### src/hdl/tws_regs.vh
/*
  Constants for the two-wire slave block: register offsets, field
  positions, status codes and bit counts.
  Assumes it is included once per design file by its bare name.
*/
// Notes on behaviour
// - General-call data acked reports 0x90
// - General-call data nacked reports 0x98, then idle
// - STOP or restart while addressed as receiver reports 0xA0
// - Idle recognition follows acknowledge and call enable
// - Start bit with idle response requests START
// - Upper seven address bits; bit0 enables call
// - Direction bit picks transmit or receive
// - Acked address sets flag with status
// - Lost arbitration read address reports 0xB0
// - Cleared acknowledge sends last byte, 0xC0/0xC8
// - After last byte release bus, ignore clocks
// - Acknowledge clear isolates, setting resumes
// - Asleep match wakes part, holds clock low
// - Own write data nacked reports 0x88
// - Own read address acked reports 0xA8
// - Transmitted byte acked reports 0xB8
// - Status reads 0xF8 while flag clear
`ifndef TWS_REGS_VH
`define TWS_REGS_VH

// Byte offsets on the APB
`define TWS_OFS_ADDR   8'h00
`define TWS_OFS_CTRL   8'h04
`define TWS_OFS_STAT   8'h08
`define TWS_OFS_DATA   8'h0C

// Control field positions
`define TWS_C_FLAG     7
`define TWS_C_EA       6
`define TWS_C_STA      5
`define TWS_C_STO      4
`define TWS_C_WC       3
`define TWS_C_EN       2
`define TWS_C_IE       0

// Status codes
`define TWS_ST_SRW     8'h60
`define TWS_ST_SRW_AL  8'h68
`define TWS_ST_GC      8'h70
`define TWS_ST_GC_AL   8'h78
`define TWS_ST_RD_ACK  8'h80
`define TWS_ST_RD_NAK  8'h88
`define TWS_ST_GD_ACK  8'h90
`define TWS_ST_GD_NAK  8'h98
`define TWS_ST_STOP    8'hA0
`define TWS_ST_SLR     8'hA8
`define TWS_ST_SLR_AL  8'hB0
`define TWS_ST_TD_ACK  8'hB8
`define TWS_ST_TD_NAK  8'hC0
`define TWS_ST_LAST_AK 8'hC8
`define TWS_ST_NONE    8'hF8

// Bit counts, general-call address and reset values
`define TWS_BITS       4'h8
`define TWS_LAST_BIT   4'h7
`define TWS_GC_ADDR    7'h00
`define TWS_RST_BYTE   8'h00
`define TWS_RST_DATA   8'hFF

`endif

### src/hdl/tws_sync.v
/*
  Two-flop synchroniser for one level from outside the mclk domain.
  Assumes the input is asynchronous; only stage two may be read.
*/
`timescale 1ns/1ps
module tws_sync (
    input  wire mclk,
    input  wire reset_n,
    input  wire din,
    output wire dout
);
    reg meta_reg;   // First stage, read only by second
    reg sync_reg;   // Second stage, safe to use

    // Idle bus level is high, so reset to one
    always @(posedge mclk or negedge reset_n) begin
        if (!reset_n) begin
            meta_reg <= 1'b1;
            sync_reg <= 1'b1;
        end else begin
            meta_reg <= din;
            sync_reg <= meta_reg;
        end
    end

    assign dout = sync_reg;
endmodule

### src/hdl/tws_shift.v
/*
  Byte shifter with bit counter, shared by address, receive and
  transmit phases. Assumes load and shift never come in one cycle.
*/
`timescale 1ns/1ps
`include "tws_regs.vh"
module tws_shift (
    input  wire       mclk,
    input  wire       reset_n,
    input  wire       load,
    input  wire [7:0] load_val,
    input  wire       shift_en,
    input  wire       shift_bit,
    output wire [7:0] data,
    output wire [3:0] count
);
    reg [7:0] data_reg;   // Shifted byte, msb first
    reg [3:0] cnt_reg;    // Shifts since load

    // Load clears the count, each shift adds one
    always @(posedge mclk or negedge reset_n) begin
        if (!reset_n) begin
            data_reg <= `TWS_RST_BYTE;
            cnt_reg  <= 4'h0;
        end else if (load) begin
            data_reg <= load_val;
            cnt_reg  <= 4'h0;
        end else if (shift_en) begin
            data_reg <= {data_reg[6:0], shift_bit};
            cnt_reg  <= cnt_reg + 4'h1;
        end
    end

    assign data  = data_reg;
    assign count = cnt_reg;
endmodule

### src/hdl/tws_slave_top.v
/*
  Two-wire slave receiver and transmitter with APB register access.
  Assumes a 10 MHz mclk, bus pins with external pull-ups, and a
  master engine elsewhere that reports lost arbitration and acts on
  the start request output.
*/
// The implementer's own choices: register access over APB and the placing of the registers.
`timescale 1ns/1ps
`include "tws_regs.vh"
module tws_slave_top (
    input  wire        mclk,
    input  wire        reset_n,
    input  wire [7:0]  paddr,
    input  wire        psel,
    input  wire        penable,
    input  wire        pwrite,
    input  wire [31:0] pwdata,
    output wire [31:0] prdata,
    output wire        pready,
    output wire        pslverr,
    input  wire        scl_in,
    output wire        scl_out,
    output wire        scl_oe_n,
    input  wire        sda_in,
    output wire        sda_out,
    output wire        sda_oe_n,
    input  wire        sleep_active,
    input  wire        arb_lost,
    output wire        wake_req,
    output wire        bus_start_req
);
    // One-hot engine states
    localparam [7:0] S_IDLE = 8'h01;  // Not addressed, lines free
    localparam [7:0] S_ADDR = 8'h02;  // Shifting address byte
    localparam [7:0] S_AACK = 8'h04;  // Driving address ack
    localparam [7:0] S_RXB  = 8'h08;  // Receiving data byte
    localparam [7:0] S_RACK = 8'h10;  // Ack slot after data
    localparam [7:0] S_TXB  = 8'h20;  // Sending data byte
    localparam [7:0] S_TACK = 8'h40;  // Master ack slot
    localparam [7:0] S_HOLD = 8'h80;  // Flag set, SCL held low

    reg  [7:0]  state_reg;     // Engine state
    reg  [7:0]  state_next;    // Next engine state
    reg  [7:0]  target_reg;    // State taken on release
    reg  [7:0]  target_next;
    reg  [7:0]  osa_reg;       // Own slave address register
    reg  [7:0]  code_reg;      // Latched status code
    reg  [7:0]  code_next;
    reg  [1:0]  presc_reg;     // Prescaler bits of status
    reg  [7:0]  data_reg;      // Serial data register
    reg         flag_reg;      // Job done flag
    reg         ea_reg;        // Acknowledge enable
    reg         sta_reg;       // Start request
    reg         sto_reg;       // Stop request
    reg         wc_reg;        // Write collision flag
    reg         en_reg;        // Interface enable
    reg         ie_reg;        // Interrupt enable, stored only
    reg         gc_reg;        // Addressed by general call
    reg         gc_next;
    reg         ack_reg;       // Ack we give in receive slot
    reg         ack_next;
    reg         last_reg;      // Byte sent is the last one
    reg         last_next;
    reg         mack_reg;      // Master answered ack
    reg         mack_next;
    reg         pend_reg;      // START wanted when bus frees
    reg         busy_reg;      // Bus between START and STOP
    reg         wake_reg;      // Wake pulse
    reg         set_ev;        // Engine sets the flag
    reg         to_idle;       // Release into idle state
    reg         sh_load;
    reg  [7:0]  sh_val;
    reg         sh_en;
    reg  [31:0] prdata_reg;    // Read data, latched at setup
    reg         scl_d;         // Delayed synced SCL
    reg         sda_d;         // Delayed synced SDA

    wire        scl_s;
    wire        sda_s;
    wire [7:0]  sh_data;
    wire [3:0]  sh_cnt;

    // Pin synchronisers
    tws_sync u_sync_scl (
        .mclk    (mclk),
        .reset_n (reset_n),
        .din     (scl_in),
        .dout    (scl_s)
    );
    tws_sync u_sync_sda (
        .mclk    (mclk),
        .reset_n (reset_n),
        .din     (sda_in),
        .dout    (sda_s)
    );

    // Shared byte shifter
    tws_shift u_shift (
        .mclk      (mclk),
        .reset_n   (reset_n),
        .load      (sh_load),
        .load_val  (sh_val),
        .shift_en  (sh_en),
        .shift_bit (sda_s),
        .data      (sh_data),
        .count     (sh_cnt)
    );

    // Pin edges and bus conditions
    wire scl_rise = scl_s & ~scl_d;
    wire scl_fall = ~scl_s & scl_d;
    wire start_ev = scl_s & scl_d & sda_d & ~sda_s;
    wire stop_ev  = scl_s & scl_d & ~sda_d & sda_s;

    // APB decode; zero-wait slave
    wire acc     = psel & penable;
    wire wr_acc  = acc & pwrite;
    wire ctrl_wr = wr_acc & (paddr == `TWS_OFS_CTRL);
    wire rel     = ctrl_wr & pwdata[`TWS_C_FLAG] & flag_reg;

    // Acknowledge enable as it stands after a write this cycle
    wire ea_now  = ctrl_wr ? pwdata[`TWS_C_EA] : ea_reg;

    // Status byte as software sees it; idle code while flag clear
    wire [7:0] stat_code = flag_reg ? code_reg : `TWS_ST_NONE;

    // Offset decode, used for error answer only; read mux decodes by case
    function mapped;
        input [7:0] a;
        begin
            mapped = (a == `TWS_OFS_ADDR) | (a == `TWS_OFS_CTRL) |
                     (a == `TWS_OFS_STAT) | (a == `TWS_OFS_DATA);
        end
    endfunction

    // Address byte hits own or enabled general call
    wire own_hit = sh_data[7:1] == osa_reg[7:1];
    wire gc_hit  = (sh_data[7:1] == `TWS_GC_ADDR) & osa_reg[0]
                   & ~sh_data[0];
    wire match   = en_reg & ea_reg & (own_hit | gc_hit);

    // Engine next-state logic
    always @* begin
        state_next  = state_reg;
        target_next = target_reg;
        code_next   = code_reg;
        gc_next     = gc_reg;
        ack_next    = ack_reg;
        last_next   = last_reg;
        mack_next   = mack_reg;
        set_ev      = 1'b0;
        to_idle     = 1'b0;
        sh_load     = 1'b0;
        sh_val      = `TWS_RST_BYTE;
        sh_en       = 1'b0;
        if (!en_reg) begin
            // Disabled: lines free, engine back to idle
            state_next = S_IDLE;
        end else if ((start_ev | stop_ev) &
                     (state_reg == S_RXB || state_reg == S_RACK)) begin
            // Condition seen while addressed as receiver
            code_next   = `TWS_ST_STOP;
            set_ev      = 1'b1;
            target_next = S_IDLE;
            state_next  = S_HOLD;
        end else if (start_ev && state_reg != S_HOLD) begin
            // START outside hold and receive restarts address shifting
            sh_load    = 1'b1;
            state_next = S_ADDR;
        end else if (stop_ev && state_reg != S_HOLD) begin
            state_next = S_IDLE;
        end else begin
            case (state_reg)
                S_IDLE: begin
                    // Ignore clocks, drive nothing
                    state_next = S_IDLE;
                end
                S_ADDR: begin
                    if (scl_rise) begin
                        sh_en = 1'b1;
                    end else if (scl_fall && sh_cnt == `TWS_BITS) begin
                        if (match) begin
                            gc_next    = ~own_hit;
                            state_next = S_AACK;
                        end else begin
                            state_next = S_IDLE;
                        end
                    end
                end
                S_AACK: begin
                    if (scl_fall) begin
                        set_ev     = 1'b1;
                        state_next = S_HOLD;
                        if (sh_data[0]) begin
                            // Read: slave transmits
                            target_next = S_TXB;
                            code_next = arb_lost ? `TWS_ST_SLR_AL
                                                 : `TWS_ST_SLR;
                        end else begin
                            target_next = S_RXB;
                            if (gc_reg)
                                code_next = arb_lost ? `TWS_ST_GC_AL
                                                     : `TWS_ST_GC;
                            else
                                code_next = arb_lost ? `TWS_ST_SRW_AL
                                                     : `TWS_ST_SRW;
                        end
                    end
                end
                S_RXB: begin
                    if (scl_rise) begin
                        sh_en = 1'b1;
                    end else if (scl_fall && sh_cnt == `TWS_BITS) begin
                        // Answer follows acknowledge enable now
                        ack_next   = ea_reg;
                        state_next = S_RACK;
                    end
                end
                S_RACK: begin
                    if (scl_fall) begin
                        set_ev      = 1'b1;
                        state_next  = S_HOLD;
                        target_next = ack_reg ? S_RXB : S_IDLE;
                        if (gc_reg)
                            code_next = ack_reg ? `TWS_ST_GD_ACK
                                                : `TWS_ST_GD_NAK;
                        else
                            code_next = ack_reg ? `TWS_ST_RD_ACK
                                                : `TWS_ST_RD_NAK;
                    end
                end
                S_TXB: begin
                    if (scl_fall) begin
                        sh_en = 1'b1;
                        if (sh_cnt == `TWS_LAST_BIT)
                            state_next = S_TACK;
                    end
                end
                S_TACK: begin
                    if (scl_rise) begin
                        mack_next = ~sda_s;
                    end else if (scl_fall) begin
                        set_ev     = 1'b1;
                        state_next = S_HOLD;
                        if (mack_reg && !last_reg) begin
                            code_next   = `TWS_ST_TD_ACK;
                            target_next = S_TXB;
                        end else begin
                            code_next = mack_reg ? `TWS_ST_LAST_AK
                                                 : `TWS_ST_TD_NAK;
                            target_next = S_IDLE;
                        end
                    end
                end
                S_HOLD: begin
                    // Wait for software to release the flag
                    if (rel) begin
                        state_next = target_reg;
                        to_idle    = (target_reg == S_IDLE);
                        if (target_reg == S_TXB) begin
                            sh_load   = 1'b1;
                            sh_val    = data_reg;
                            last_next = ~ea_now;
                        end else if (target_reg == S_RXB) begin
                            sh_load = 1'b1;
                        end
                    end
                end
                default: begin
                    state_next = S_IDLE;
                end
            endcase
        end
    end

    // Engine registers and pin history
    always @(posedge mclk or negedge reset_n) begin
        if (!reset_n) begin
            state_reg  <= S_IDLE;
            target_reg <= S_IDLE;
            code_reg   <= `TWS_ST_NONE;
            gc_reg     <= 1'b0;
            ack_reg    <= 1'b0;
            last_reg   <= 1'b0;
            mack_reg   <= 1'b0;
            scl_d      <= 1'b1;
            sda_d      <= 1'b1;
        end else begin
            state_reg  <= state_next;
            target_reg <= target_next;
            code_reg   <= code_next;
            gc_reg     <= gc_next;
            ack_reg    <= ack_next;
            last_reg   <= last_next;
            mack_reg   <= mack_next;
            scl_d      <= scl_s;
            sda_d      <= sda_s;
        end
    end

    // Flag, control bits and software registers
    always @(posedge mclk or negedge reset_n) begin
        if (!reset_n) begin
            flag_reg  <= 1'b0;
            ea_reg    <= 1'b0;
            sta_reg   <= 1'b0;
            sto_reg   <= 1'b0;
            wc_reg    <= 1'b0;
            en_reg    <= 1'b0;
            ie_reg    <= 1'b0;
            osa_reg   <= `TWS_RST_BYTE;
            presc_reg <= 2'h0;
            data_reg  <= `TWS_RST_DATA;
            pend_reg  <= 1'b0;
            busy_reg  <= 1'b0;
            wake_reg  <= 1'b0;
        end else begin
            // Set beats a release landing in the same cycle
            if (set_ev)
                flag_reg <= 1'b1;
            else if (rel)
                flag_reg <= 1'b0;
            if (ctrl_wr) begin
                ea_reg <= pwdata[`TWS_C_EA];
                sta_reg <= pwdata[`TWS_C_STA];
                sto_reg <= pwdata[`TWS_C_STO];
                en_reg <= pwdata[`TWS_C_EN];
                ie_reg <= pwdata[`TWS_C_IE];
            end
            // Stop bit has no slave use; a release clears it
            if (rel)
                sto_reg <= 1'b0;
            // Start with an idle response waits for free bus
            if (to_idle)
                pend_reg <= ctrl_wr ? pwdata[`TWS_C_STA] : sta_reg;
            else if (ctrl_wr && !pwdata[`TWS_C_STA])
                pend_reg <= 1'b0;
            if (wr_acc && paddr == `TWS_OFS_ADDR)
                osa_reg <= pwdata[7:0];
            if (wr_acc && paddr == `TWS_OFS_STAT)
                presc_reg <= pwdata[1:0];
            // Data write only legal while flag is set
            if (wr_acc && paddr == `TWS_OFS_DATA) begin
                if (flag_reg) begin
                    data_reg <= pwdata[7:0];
                    wc_reg   <= 1'b0;
                end else begin
                    wc_reg   <= 1'b1;
                end
            end else if (ctrl_wr && !pwdata[`TWS_C_WC]) begin
                wc_reg <= 1'b0;
            end
            // Received byte lands at the ack slot
            if (state_reg == S_RACK && scl_fall)
                data_reg <= sh_data;
            if (start_ev)
                busy_reg <= 1'b1;
            else if (stop_ev)
                busy_reg <= 1'b0;
            // Address hit while asleep asks for wake-up
            wake_reg <= sleep_active & (state_reg == S_AACK) & scl_fall;
        end
    end

    // Read data latched in the setup cycle
    always @(posedge mclk or negedge reset_n) begin
        if (!reset_n) begin
            prdata_reg <= 32'h0000_0000;
        end else if (psel && !penable && !pwrite) begin
            case (paddr)
                `TWS_OFS_ADDR: prdata_reg <= {24'h00_0000, osa_reg};
                `TWS_OFS_CTRL: prdata_reg <= {24'h00_0000, flag_reg,
                    ea_reg, sta_reg, sto_reg, wc_reg, en_reg, 1'b0,
                    ie_reg};
                // Code bits above the prescaler bits
                `TWS_OFS_STAT: prdata_reg <= {24'h00_0000,
                    stat_code[7:3], 1'b0, presc_reg};
                `TWS_OFS_DATA: prdata_reg <= {24'h00_0000, data_reg};
                default:       prdata_reg <= 32'h0000_0000;
            endcase
        end
    end

    assign prdata  = prdata_reg;
    assign pready  = 1'b1;
    assign pslverr = acc & ~mapped(paddr);

    // Open-drain pins: output low, enable active low
    assign scl_out  = 1'b0;
    assign sda_out  = 1'b0;
    assign scl_oe_n = ~(state_reg == S_HOLD);
    assign sda_oe_n = ~((state_reg == S_AACK) |
                        (state_reg == S_RACK & ack_reg) |
                        (state_reg == S_TXB & ~sh_data[7]));
    assign wake_req      = wake_reg;
    assign bus_start_req = pend_reg & ~busy_reg;
endmodule

### config.mk
export PLATFORM = sky130hd
export DESIGN_NAME = tws_slave_top
export DESIGN_NICKNAME = d
export VERILOG_FILES = /design/src/hdl/tws_sync.v /design/src/hdl/tws_shift.v /design/src/hdl/tws_slave_top.v
export VERILOG_INCLUDE_DIRS = /design/src /design/src/hdl
export SDC_FILE = /design/constraint.sdc
export NUM_CORES = 1
export LEC_CHECK = 0
export BUFFER_PORTS_ARGS = -buffer_cell sky130_fd_sc_hd__buf_2
export CAP_MARGIN = 20
export CORE_MARGIN = 10
export CORE_UTILIZATION = 55
export CTS_CLUSTER_SIZE = 8
export DETAILED_ROUTE_END_ITERATION = 6
export PLACE_DENSITY = 0.8
export SKIP_CTS_REPAIR_TIMING = 1
export SYNTH_ARGS = -nofsm -noshare
export SYNTH_HDL_FRONTEND = slang
export SYNTH_HIERARCHICAL = 1
export SYNTH_SLANG_ARGS = --single-unit
### constraint.sdc
create_clock -name mclk -period 3.3 [get_ports mclk]
set_input_delay 0.66 -clock mclk [delete_from_list [all_inputs] [get_ports mclk]]
set_output_delay 0.66 -clock mclk [all_outputs]
set_load 0.1 [all_outputs]
# == Yosys cells after proc, flatten, opt, wreduce, memory -nomap -nowiden ==
# Index checks and enable logic that the tools add are counted.
# totals
reg_bits,106
output_inout_bits,40
elab_cells,245
# op_classes
n_addsub,1
n_eq_ne,31
mux,100
n_bitwise,46
reduce_logical,38
# op_table
op,n
$mux W8,41
$pmux W8 S3,2
$pmux W8 S6,1
$mux W1,38
$ne A6 B6 Y1 const B,6
$eq A8 B4 Y1 const B,4
$mux W4,8
$pmux W8 S4,1
$reduce_and A8 Y1,3
$and A1 B1 Y1,23
$eq A8 B3 Y1 const B,2
$eq A8 B6 Y1 const B,2
$not A1 Y1,16
$reduce_bool A2 Y1,8
$mux W5,3
$reduce_and A7 Y1,2
$logic_and A1 B1 Y1,12
$mux W6,2
$ne A3 B3 Y1 const B,4
$eq A8 B1 Y1 const B,1
$eq A8 B2 Y1 const B,1
$eq A8 B5 Y1 const B,1
$eq A8 B7 Y1 const B,1
$eq A8 B8 Y1 const B,1
20 further kinds,33

# == Logic depth before layout (Yosys ltp) ==
# Gate-level depths: netlist of the first run.
# depth
ltp_word,13
mapped_depth,10
ltp_nobuf,7

# == Modules after synthesis ==
# The synthesis of the first run kept the hierarchy.
# by_module_without_submodules
mod,instances,cells_per_inst,area_per_inst_um2,seq_area_each_um2
tws_slave_top,1,370,3633.5,1472.7
tws_shift,1,52,584.3,300.3
tws_sync,2,2,52.6,52.6

# == Worst setup path before layout of the first run ==
# No wires, ideal clock.
# synth_path
path_kind,register -> output
from,register state_reg[0]
to,output sda_oe_n
t_arrival_ns,2.297
setup_slack_ns,0.343
path_stages_with_launch,4
n_path_buf,0
path_cell_list,dfstp_2 > nor4_2 > and3_1 > a21oi_1
# synth_via
elab_chain_len,5
word_cells_on_any_way,8
# synth_lines
element,line,source
from (decl),tws_slave_top.v:42,reg [7:0] state_reg;
from (signal assigned),tws_slave_top.v:289,state_reg <= state_next;
$eq A8 B5 Y1,tws_slave_top.v:393,(state_reg == S_RACK & ack_reg) |
$and A1 B1 Y1,tws_slave_top.v:393,
$or A1 B1 Y1,tws_slave_top.v:392,assign sda_oe_n = ~((state_reg == S_AACK) |
$or A1 B1 Y1 (*),tws_slave_top.v:393,
$not A1 Y1 (*),tws_slave_top.v:392,
to (decl),tws_slave_top.v:26,"output wire sda_oe_n,"
# Mark *: on every way between the ends. The rest lies on a longest branch, timed or not.

# == Worst setup path in the final report of the first run ==
# layout_path
from,register state_reg[3]
to,output sda_oe_n
# Same word-level chain as after synthesis.

==> summary.txt, run 1 <==
Status
  • Outcome: finished, final reports clean

CTS
  • CTS tree: built
  • Clock slew at reported path FFs: 80 ps
  • Clock buffer depth: 2
  • Later-pin clock latency in the skew report: 360 ps
  • Clk root buf: clkbuf_8
  • H-tree lvl count: 3
  • Clock Sinks: 74
  • Num CTS Buffers: 9

Drt
  • Via/cell ratio: 5.822
  • DRT antenna net count: 0
  • DR pass1 iterations: 6
  • Drt drc: 0
  • DR WL/cell: 17.85 um
  • Total Wirelength: 10.14 mm
  • Drt first-iter violations: 302
  • Via Count: 3307

Finish
  • Filler cell count: 634
  • Ant diodes: 0
  • Final nets: 511
  • Final instance area: 0.004631 mm^2
  • Fin cells: 568
  • Area Growth Syn to Fin: 7.120%
  • Final core utilization: 60.24%
  • Share of cells above drive strength 1: 26.82%

STA
  • Slew of the pin with the lowest slew margin: 915.4 ps
  • Final period utilization: 95.22%
  • Setup TNS: 0 ps
  • Slew headroom: 38.98%
  • Max Slew Vio Count: 0
  • Fin Clk Skew: 8.950 ps
  • Fmax: 318.3 MHz
  • Final hold vios: 0
  • Setup violators final: 0
  • RSZ-0062 raised after global routing: no
  • Fin crit period: 3142 ps

Synth
  • Syn Std Cell Area: 0.004323 mm^2
  • Synth area leaders: dfrtp_1 (31%), dfstp_2 (13%), mux2i_1 (6.0%), buf_4 (4.7%), mux2_2 (4.7%)
  • Post-synth EDFFs: 0
  • Register area share after synthesis: 43.44%
  • Synth top area share: 30.68%
  • Ys flop type: dfrtp_1
  • Mean post-synth cell area: 10.15 um^2
  • Synth warn: 6
  • Post-synth top area cell: dfrtp_1
  • #FFs+latches synth: 74
  • Mapped Cells: 426
  • Top cells by count, synth: dfrtp_1 (53), nand2_1 (39), o21ai_0 (30), buf_4 (27), mux2i_1 (26)
  • Async SR Flop Fraction: 100.0%
  • Unique masters post-synth: 69
  • Count leader, synth: dfrtp_1

Worst setup path
  • Crit path DAT: 2480 ps
  • Crit-path cells: or3_4 > nor3_1 > nand3_1 > o21ai_0 > a21oi_1 > buf_2
  • Req. time, crit path: 2640 ps
  • Startpoint Class: flip-flop
  • Reg2reg end: state_reg[3]
  • Reg2Reg Launch Point: state_reg[4]
  • Largest stage delay, worst path: 480 ps
  • Crit path kind: flip-flop to output pin
  • Worst R2R Path Depth: 6
  • Worst-path maximum fanout: 7
  • Register-to-register path setup slack: 530 ps
  • Crit. End Element: output pin
  • Slowest CP cell: dfrtp_1

Floorplan
  • Core area: 0.007687 mm^2
  • Die area: 0.01181 mm^2
  • # rows: 32
  • Boundary pin count: 89
  • DIE HEIGHT: 108.7 um
  • Die X: 108.7 um
  • Initial Utilization: 56.23%

Global routing
  • First-pass GRT wire length: 16.41 mm
  • Vias in the first global route: 3203
  • Met3 usage: 3.363%
  • Pin count of the biggest net entering global routing: 75
  • GR peak layer: met2
  • GRT met1 Usage: 23.51%
  • Total track usage: 17.64%
  • Overflow after GRT: 0
  • Antenna violations before repair: 0
  • Met2 Track Usage GR: 27.41%

Placed design
  • Post-DP Area: 0.004429 mm^2
  • GP Congestion: 0.9208
  • PortBufs: 37
  • Placed wire-length estimate: 7.581 mm
  • Dpl cells: 551

Pwr
  • Cell Pwr Density: 406.1 mW/mm^2
  • Leak pwr: 0.001964 uW
  • Peak supply drop: 0.2707 mV

Min path
  • Hold path cells: 0
  • Worst hold start: u_sync_scl/meta_reg
  • Hold crit path type: flip-flop to flip-flop
  • Worst Hold Path EP: u_sync_scl/dout

Run
  • Max-Cap Viols: 0
==> area by class of cell <==
cell class | count | area (um^2) | area share (%)
multi-input combinational | 321 | 2142 | 46.26
sequential | 74 | 1878 | 40.56
timing repair buffer | 46 | 255.2 | 5.512
clock buffer | 10 | 127.6 | 2.756
tap | 102 | 127.6 | 2.756
clock inverter | 6 | 66.31 | 1.432
inverter | 9 | 33.78 | 0.7295
==> metrics by stage <==
| step | hold WS [ps] | total power (uW) | setup slack (ps) |
|---|---|---|---|
| 6_report | 357.0 | 1880 | 157.9 |
| 5_1_grt | 359.3 | 1952 | 48.60 |
| 4_1_cts | 358.1 | 1895 | 173.6 |
| 3_5_place_dp | 347.2 | 1195 | 356.7 |
| 3_3_place_gp | 346.0 | 1190 | 365.4 |
| 2_1_floorplan | 345.2 | 1168 | 342.7 |
==> worst max path at each step <==
stage	from	end	slack, ps	cells past startpoint
after floorplan	state_reg[0]	sda_oe_n	340	3
after global placement	paddr[1]	u_shift/data[7]	370	7
after detailed placement	paddr[1]	u_shift/data[2]	360	8
after CTS	state_reg[3]	sda_oe_n	170	6
after global routing	state_reg[3]	sda_oe_n	50	6
final	state_reg[3]	sda_oe_n	160	6
==> cell usage in the layout (no fill, tap or decap), drive strengths merged, types with 5 or more instances in the layout <==
| cell type | count |
|---|---|
| inv | 10 |
| nor3 | 10 |
| a22o | 9 |
| buf | 46 |
| nand3 | 14 |
| nand4 | 5 |
| conb | 27 |
| xor2 | 7 |
| nor2 | 22 |
| a21oi | 7 |
| mux2 | 20 |
| dfrtp | 53 |
| nor4 | 11 |
| clkbuf | 10 |
| xnor2 | 7 |
| mux2i | 26 |
| o221ai | 5 |
| and3 | 9 |
| dfstp | 21 |
| o21ai | 37 |
| nand2 | 39 |
| and2 | 10 |
| o31ai | 5 |
| nor2b | 8 |
==> worst max-delay path, delay by kind of cell (launching register included) <==
family	cells	cell delay (ps)
AO/OA/AOI/OAI	2	200
AND/OR/NAND/NOR	3	1150
flip-flops	1	480
buffers and inverters	1	290
==> power breakdown <==
group	internal [uW]	switching (uW)	total, uW
combinational	36.6	199	236
clock	350	351	701
sequential	925	18.4	944
total	1310	568	1880
==> per-layer routing <==
metal	vias up	part of all wire [%]
li1	1550	-
met4	0	2.3
met5	-	0
met3	19	6.5
met1	1592	43
met2	146	48
==> kinds of logic (layout without fill, tap and decap cells) <==
logic type                 after synthesis  after routing  share of synthesized area (%)
DFF                                     74             74                          43.44
adders and majority gates                1              1                         0.2894
buffers and inverters                   56             71                          9.175
and+or+nand+nor                        150            150                          19.28
xor gates and xnor gates                14             14                          2.837
muxes                                   47             47                          11.92
AOI/OAI and AO/OA                       82             82                          12.88
other                                    2             27                         0.1737
No activity file was read; power rests on OpenSTA's default activity.
==> inputs of run 2 (changes only) <==
Clock period 3.3 ns to 3.5 ns, I/O delays scaled along.
==> summary.txt, run 2 (same netlist as run 1, synthesis figures left out) <==
CTS
  • Clock slew at reported path FFs: 80 ps
  • Num CTS Buffers: 9
  • CTS tree: built
  • Clock buffer depth: 2
  • H-tree lvl count: 3
  • Clk root buf: clkbuf_8
  • Clock Sinks: 74
  • Later-pin clock latency in the skew report: 360 ps

Drt
  • Total Wirelength: 10.10 mm
  • DR pass1 iterations: 5
  • Via Count: 3319
  • DRT antenna net count: 0
  • Via/cell ratio: 5.864
  • Drt first-iter violations: 288
  • Drt drc: 0
  • DR WL/cell: 17.85 um

Finish
  • Commonest non-fill, non-tap cell in the layout: dfrtp_1
  • Final nets: 509
  • Ant diodes: 0
  • Most frequent cells in the layout: dfrtp_1 (53), nand2_1 (39), buf_2 (36)
  • Area Growth Syn to Fin: 8.075%
  • Final instance area: 0.004672 mm^2
  • Share of cells above drive strength 1: 26.72%

Pwr
  • P_sw: 534.6 uW
  • P_int: 1402 uW
  • Leak pwr: 0.001991 uW
  • Cell Pwr Density: 414.5 mW/mm^2
  • Share of power burned in registers: 45.9%
  • Logic pwr share: 11.5%
  • Peak supply drop: 0.2240 mV
  • Clock power share: 42.6%
  • Sw Share: 27.60%

Floorplan
  • Die area: 0.01181 mm^2
  • Initial Utilization: 56.23%
  • Boundary pin count: 89
  • Core area: 0.007687 mm^2
  • # rows: 32
  • Die X: 108.7 um
  • DIE HEIGHT: 108.7 um

STA
  • Fin crit period: 3175 ps
  • Final hold vios: 0
  • Setup TNS: 0 ps
  • Slew of the pin with the lowest slew margin: 893.0 ps
  • Final hold slack: 357.0 ps
  • Max Slew Vio Count: 0
  • Slew headroom: 40.47%
  • RSZ-0062 raised after global routing: no
  • Final WS setup: 325.5 ps
  • Fmax: 315.0 MHz
  • Fin Clk Skew: 6.252 ps
  • Final period utilization: 90.70%
  • Setup violators final: 0

Min path
  • Worst Hold Path EP: u_sync_sda/dout
  • Hold crit path type: flip-flop to flip-flop
  • Worst hold start: u_sync_sda/meta_reg
  • Hold path cells: 0

Global routing
  • First-pass GRT wire length: 16.52 mm
  • Antenna violations before repair: 0
  • Vias in the first global route: 3285
  • Pin count of the biggest net entering global routing: 75
  • Total track usage: 17.73%
  • Overflow after GRT: 0

Worst setup path
  • Crit path buf inv count: 1
  • Crit path kind: flip-flop to output pin
  • Startpoint Class: flip-flop
  • Crit-path cells: or3_4 > nor3_1 > nand3_1 > o21ai_0 > a21oi_1 > buf_2
  • Reg2reg end: state_reg[2]
  • Largest stage delay, worst path: 480 ps
  • Crit. End Element: output pin
  • CP top delay family: simple AND/OR/NAND/NOR gates
  • Slowest CP cell: dfrtp_1
  • Reg2Reg Launch Point: scl_d
  • Worst R2R Path Depth: 6
  • Register-to-register path setup slack: 710 ps
  • Worst-path maximum fanout: 7
  • Crit path DAT: 2470 ps
  • Req. time, crit path: 2800 ps

Placed design
  • Post-DP Area: 0.004414 mm^2
  • GP Congestion: 0.9078
  • Pre-CTS WS: 515.6 ps
  • Placed wire-length estimate: 7.466 mm
  • PortBufs: 37

Run
  • Max-Cap Viols: 0

Status
  • Outcome: finished, final reports clean
-- run 2: changes by cell type in the layout (fill, tap and decap cells not counted), sizes merged --
cell      delta
clkinv       +1
clkinvlp     -3
buf          -2
bufinv       +2
-- run 2: worst max-delay path by stage --
stage / startpoint / to / slack [ps] / cells after the start
after floorplan: state_reg[0] / sda_oe_n / 500 / 3
after global placement: paddr[1] / last_reg / 560 / 7
after detailed placement: paddr[1] / u_shift/data[0] / 520 / 7
after CTS: state_reg[3] / sda_oe_n / 380 / 6
after global routing: state_reg[3] / sda_oe_n / 260 / 6
final: state_reg[3] / sda_oe_n / 330 / 6
-- run 2: stage by stage --
stage	power [uW]	instances	utilization [%]
after global placement	1121	549	57.42
after floorplan	1102	451	-
after detailed placement	1125	549	57.42
after global routing	1999	566	60.77
after CTS	1945	565	60.68
final	1937	566	60.77
-- run 2: power groups by stage --
stage,Combinational (uW),Clock (uW),Sequential (uW)
after CTS,221,834,889
final,222,825,889
after floorplan,201,0,901
after global placement,217,0,904
after detailed placement,221,0,905
after global routing,236,871,892
-- run 2: final cells by class --
type | instances | area [um^2]
inverters | 9 | 33.78
clock buffers | 10 | 137.6
flip-flops and latches | 74 | 1878
multi-input cells | 321 | 2142
repair buffers | 44 | 240.2
well taps | 102 | 127.6
clock inverters | 6 | 112.6
fillers | 652 | 3015
-- run 2: routing by layer --
layer | GRT usage (%) | vias to the layer above | part of all wire, %
li1 | - | 1550 | -
met2 | 27.63 | 124 | 48
met1 | 23.50 | 1627 | 43
met5 | 0 | - | 0
met4 | 8.945 | 0 | 2.3
met3 | 2.832 | 18 | 6.8
==> inputs of run 3 (changes only) <==
Settings changed: CORE_UTILIZATION 55 to 57, CTS_BUF_LIST set to sky130_fd_sc_hd__clkbuf_4 sky130_fd_sc_hd__clkbuf_8, PLACE_DENSITY 0.8 to 0.83.
==> summary.txt, run 3 (same netlist as run 1, synthesis figures left out) <==
Status
  • Outcome: finished, final reports clean

CTS
  • Clk root buf: clkbuf_8
  • Num CTS Buffers: 9
  • Clock buffer depth: 2
  • Clock Sinks: 74
  • CTS tree: built
  • Later-pin clock latency in the skew report: 340 ps
  • Clock slew at reported path FFs: 70 ps
  • H-tree lvl count: 3

Placed design
  • PortBufs: 37
  • GP Congestion: 0.9064
  • Placed wire-length estimate: 7.921 mm

Worst setup path
  • Crit-path cells: or3_4 > nor3_1 > nand3_1 > o21ai_0 > a21oi_1 > buf_2
  • Slowest CP cell: dfrtp_1
  • Crit. End Element: output pin
  • Crit path kind: flip-flop to output pin
  • Worst-path maximum fanout: 7
  • Req. time, crit path: 2800 ps
  • Startpoint Class: flip-flop
  • Crit path DAT: 2440 ps
  • Largest stage delay, worst path: 480 ps

Finish
  • Most frequent cells in the layout: dfrtp_1 (53), nand2_1 (39), buf_2 (36)
  • Share of cells above drive strength 1: 27.51%
  • Final nets: 514
  • Commonest non-fill, non-tap cell in the layout: dfrtp_1
  • Area Growth Syn to Fin: 7.149%
  • Final core utilization: 63.18%
  • Ant diodes: 0

Drt
  • Total Wirelength: 10.69 mm
  • DR WL/cell: 18.81 um
  • Drt drc: 0
  • Via Count: 3334
  • Drt first-iter violations: 297
  • Via/cell ratio: 5.870
  • DR pass1 iterations: 5
  • DRT antenna net count: 0

STA
  • RSZ-0062 raised after global routing: no
  • Fin Clk Skew: 12.11 ps
  • Slew of the pin with the lowest slew margin: 910.7 ps
  • Setup violators final: 0
  • Slew headroom: 39.29%
  • Final period utilization: 89.70%
  • Final hold vios: 0
  • Max Slew Vio Count: 0
  • Fmax: 318.5 MHz
  • Setup TNS: 0 ps
  • Fin crit period: 3140 ps

Pwr
  • P_sw: 522.8 uW
  • Clock power share: 34.8%
  • Leak pwr: 0.001984 uW
  • Logic pwr share: 13.2%
  • Share of power burned in registers: 51.9%
  • Peak supply drop: 0.2809 mV
  • Sw Share: 30.53%
  • Cell Pwr Density: 369.8 mW/mm^2
  • P_int: 1190 uW

Global routing
  • Total track usage: 18.59%
  • Pin count of the biggest net entering global routing: 75
  • Antenna violations before repair: 0
  • Vias in the first global route: 3313
  • Overflow after GRT: 0
  • First-pass GRT wire length: 17.05 mm

Floorplan
  • # rows: 31
  • Boundary pin count: 89
  • DIE HEIGHT: 107.1 um
  • Die area: 0.01147 mm^2
  • Initial Utilization: 58.97%
  • Core area: 0.007331 mm^2
  • Die X: 107.1 um

Min path
  • Hold crit path type: flip-flop to flip-flop

Run
  • Max-Cap Viols: 0
-- run 3: cell types whose count changed in the layout (fill, tap and decap cells not counted) --
| cell | change |
|---|---|
| buf_4 | +5 |
| bufinv_16 | -3 |
| clkbuf_4 | +1 |
| clkinv_2 | +2 |
| clkinvlp_4 | +1 |
| inv_6 | -1 |
-- run 3: routing by layer --
| metal | global-route usage, % | share of wire (%) | up-vias |
|---|---|---|---|
| met5 | 0 | 0 | - |
| met4 | 6.480 | 2.0 | 0 |
| met3 | 5.389 | 7.1 | 21 |
| met2 | 28.84 | 48 | 116 |
| met1 | 24.19 | 43 | 1641 |
| li1 | - | - | 1556 |
-- run 3: final cells by class --
type	instances	area (um^2)
well taps	99	123.9
flip-flops and latches	74	1878
fillers	607	2699
clock inverters	5	31.28
repair buffers	49	277.8
multi-input cells	321	2142
inverters	9	33.78
clock buffers	11	145.1
-- run 3: path summary, 6_finish.rpt --
kind                                     start              end  slack, ps  cells after the start
max reg2reg                       state_reg[4]  u_shift/data[7]        610                      7
max in group asynchronous              reset_n           gc_reg       2410                      1
min reg2reg                u_sync_scl/meta_reg  u_sync_scl/dout        360                      0
max                               state_reg[3]         sda_oe_n        360                      6
min                        u_sync_scl/meta_reg  u_sync_scl/dout        360                      0
min in group asynchronous              reset_n     state_reg[5]        470                      1
-- run 3: stage by stage --
step	power [uW]	hold WS [ps]	instance area, um^2	setup WS (ps)	instances
2_1_floorplan	1102	345.2	4417	502.7	451
3_3_place_gp	1125	346.6	4448	411.3	551
3_5_place_dp	1130	347.2	4456	353.5	552
4_1_cts	1722	359.3	4632	378.4	568
5_1_grt	1775	360.7	4632	165.2	568
6_report	1713	358.1	4632	360.4	568
-- run 3: critical path: cells and delay by family, from the launching register on --
kind / cells / cell delay [ps]
buffers and inverters: 1 / 300
and+or+nand+nor: 3 / 1130
DFF: 1 / 480
AOI/OAI and AO/OA: 2 / 190
-- run 3: power groups by stage --
stage                     clock network (uW)  logic [uW]  registers (uW)
after floorplan                            0         201             901
after global placement                     0         221             903
after detailed placement                   0         225             905
after CTS                                607         225             889
after global routing                     644         239             891
final                                    596         227             890
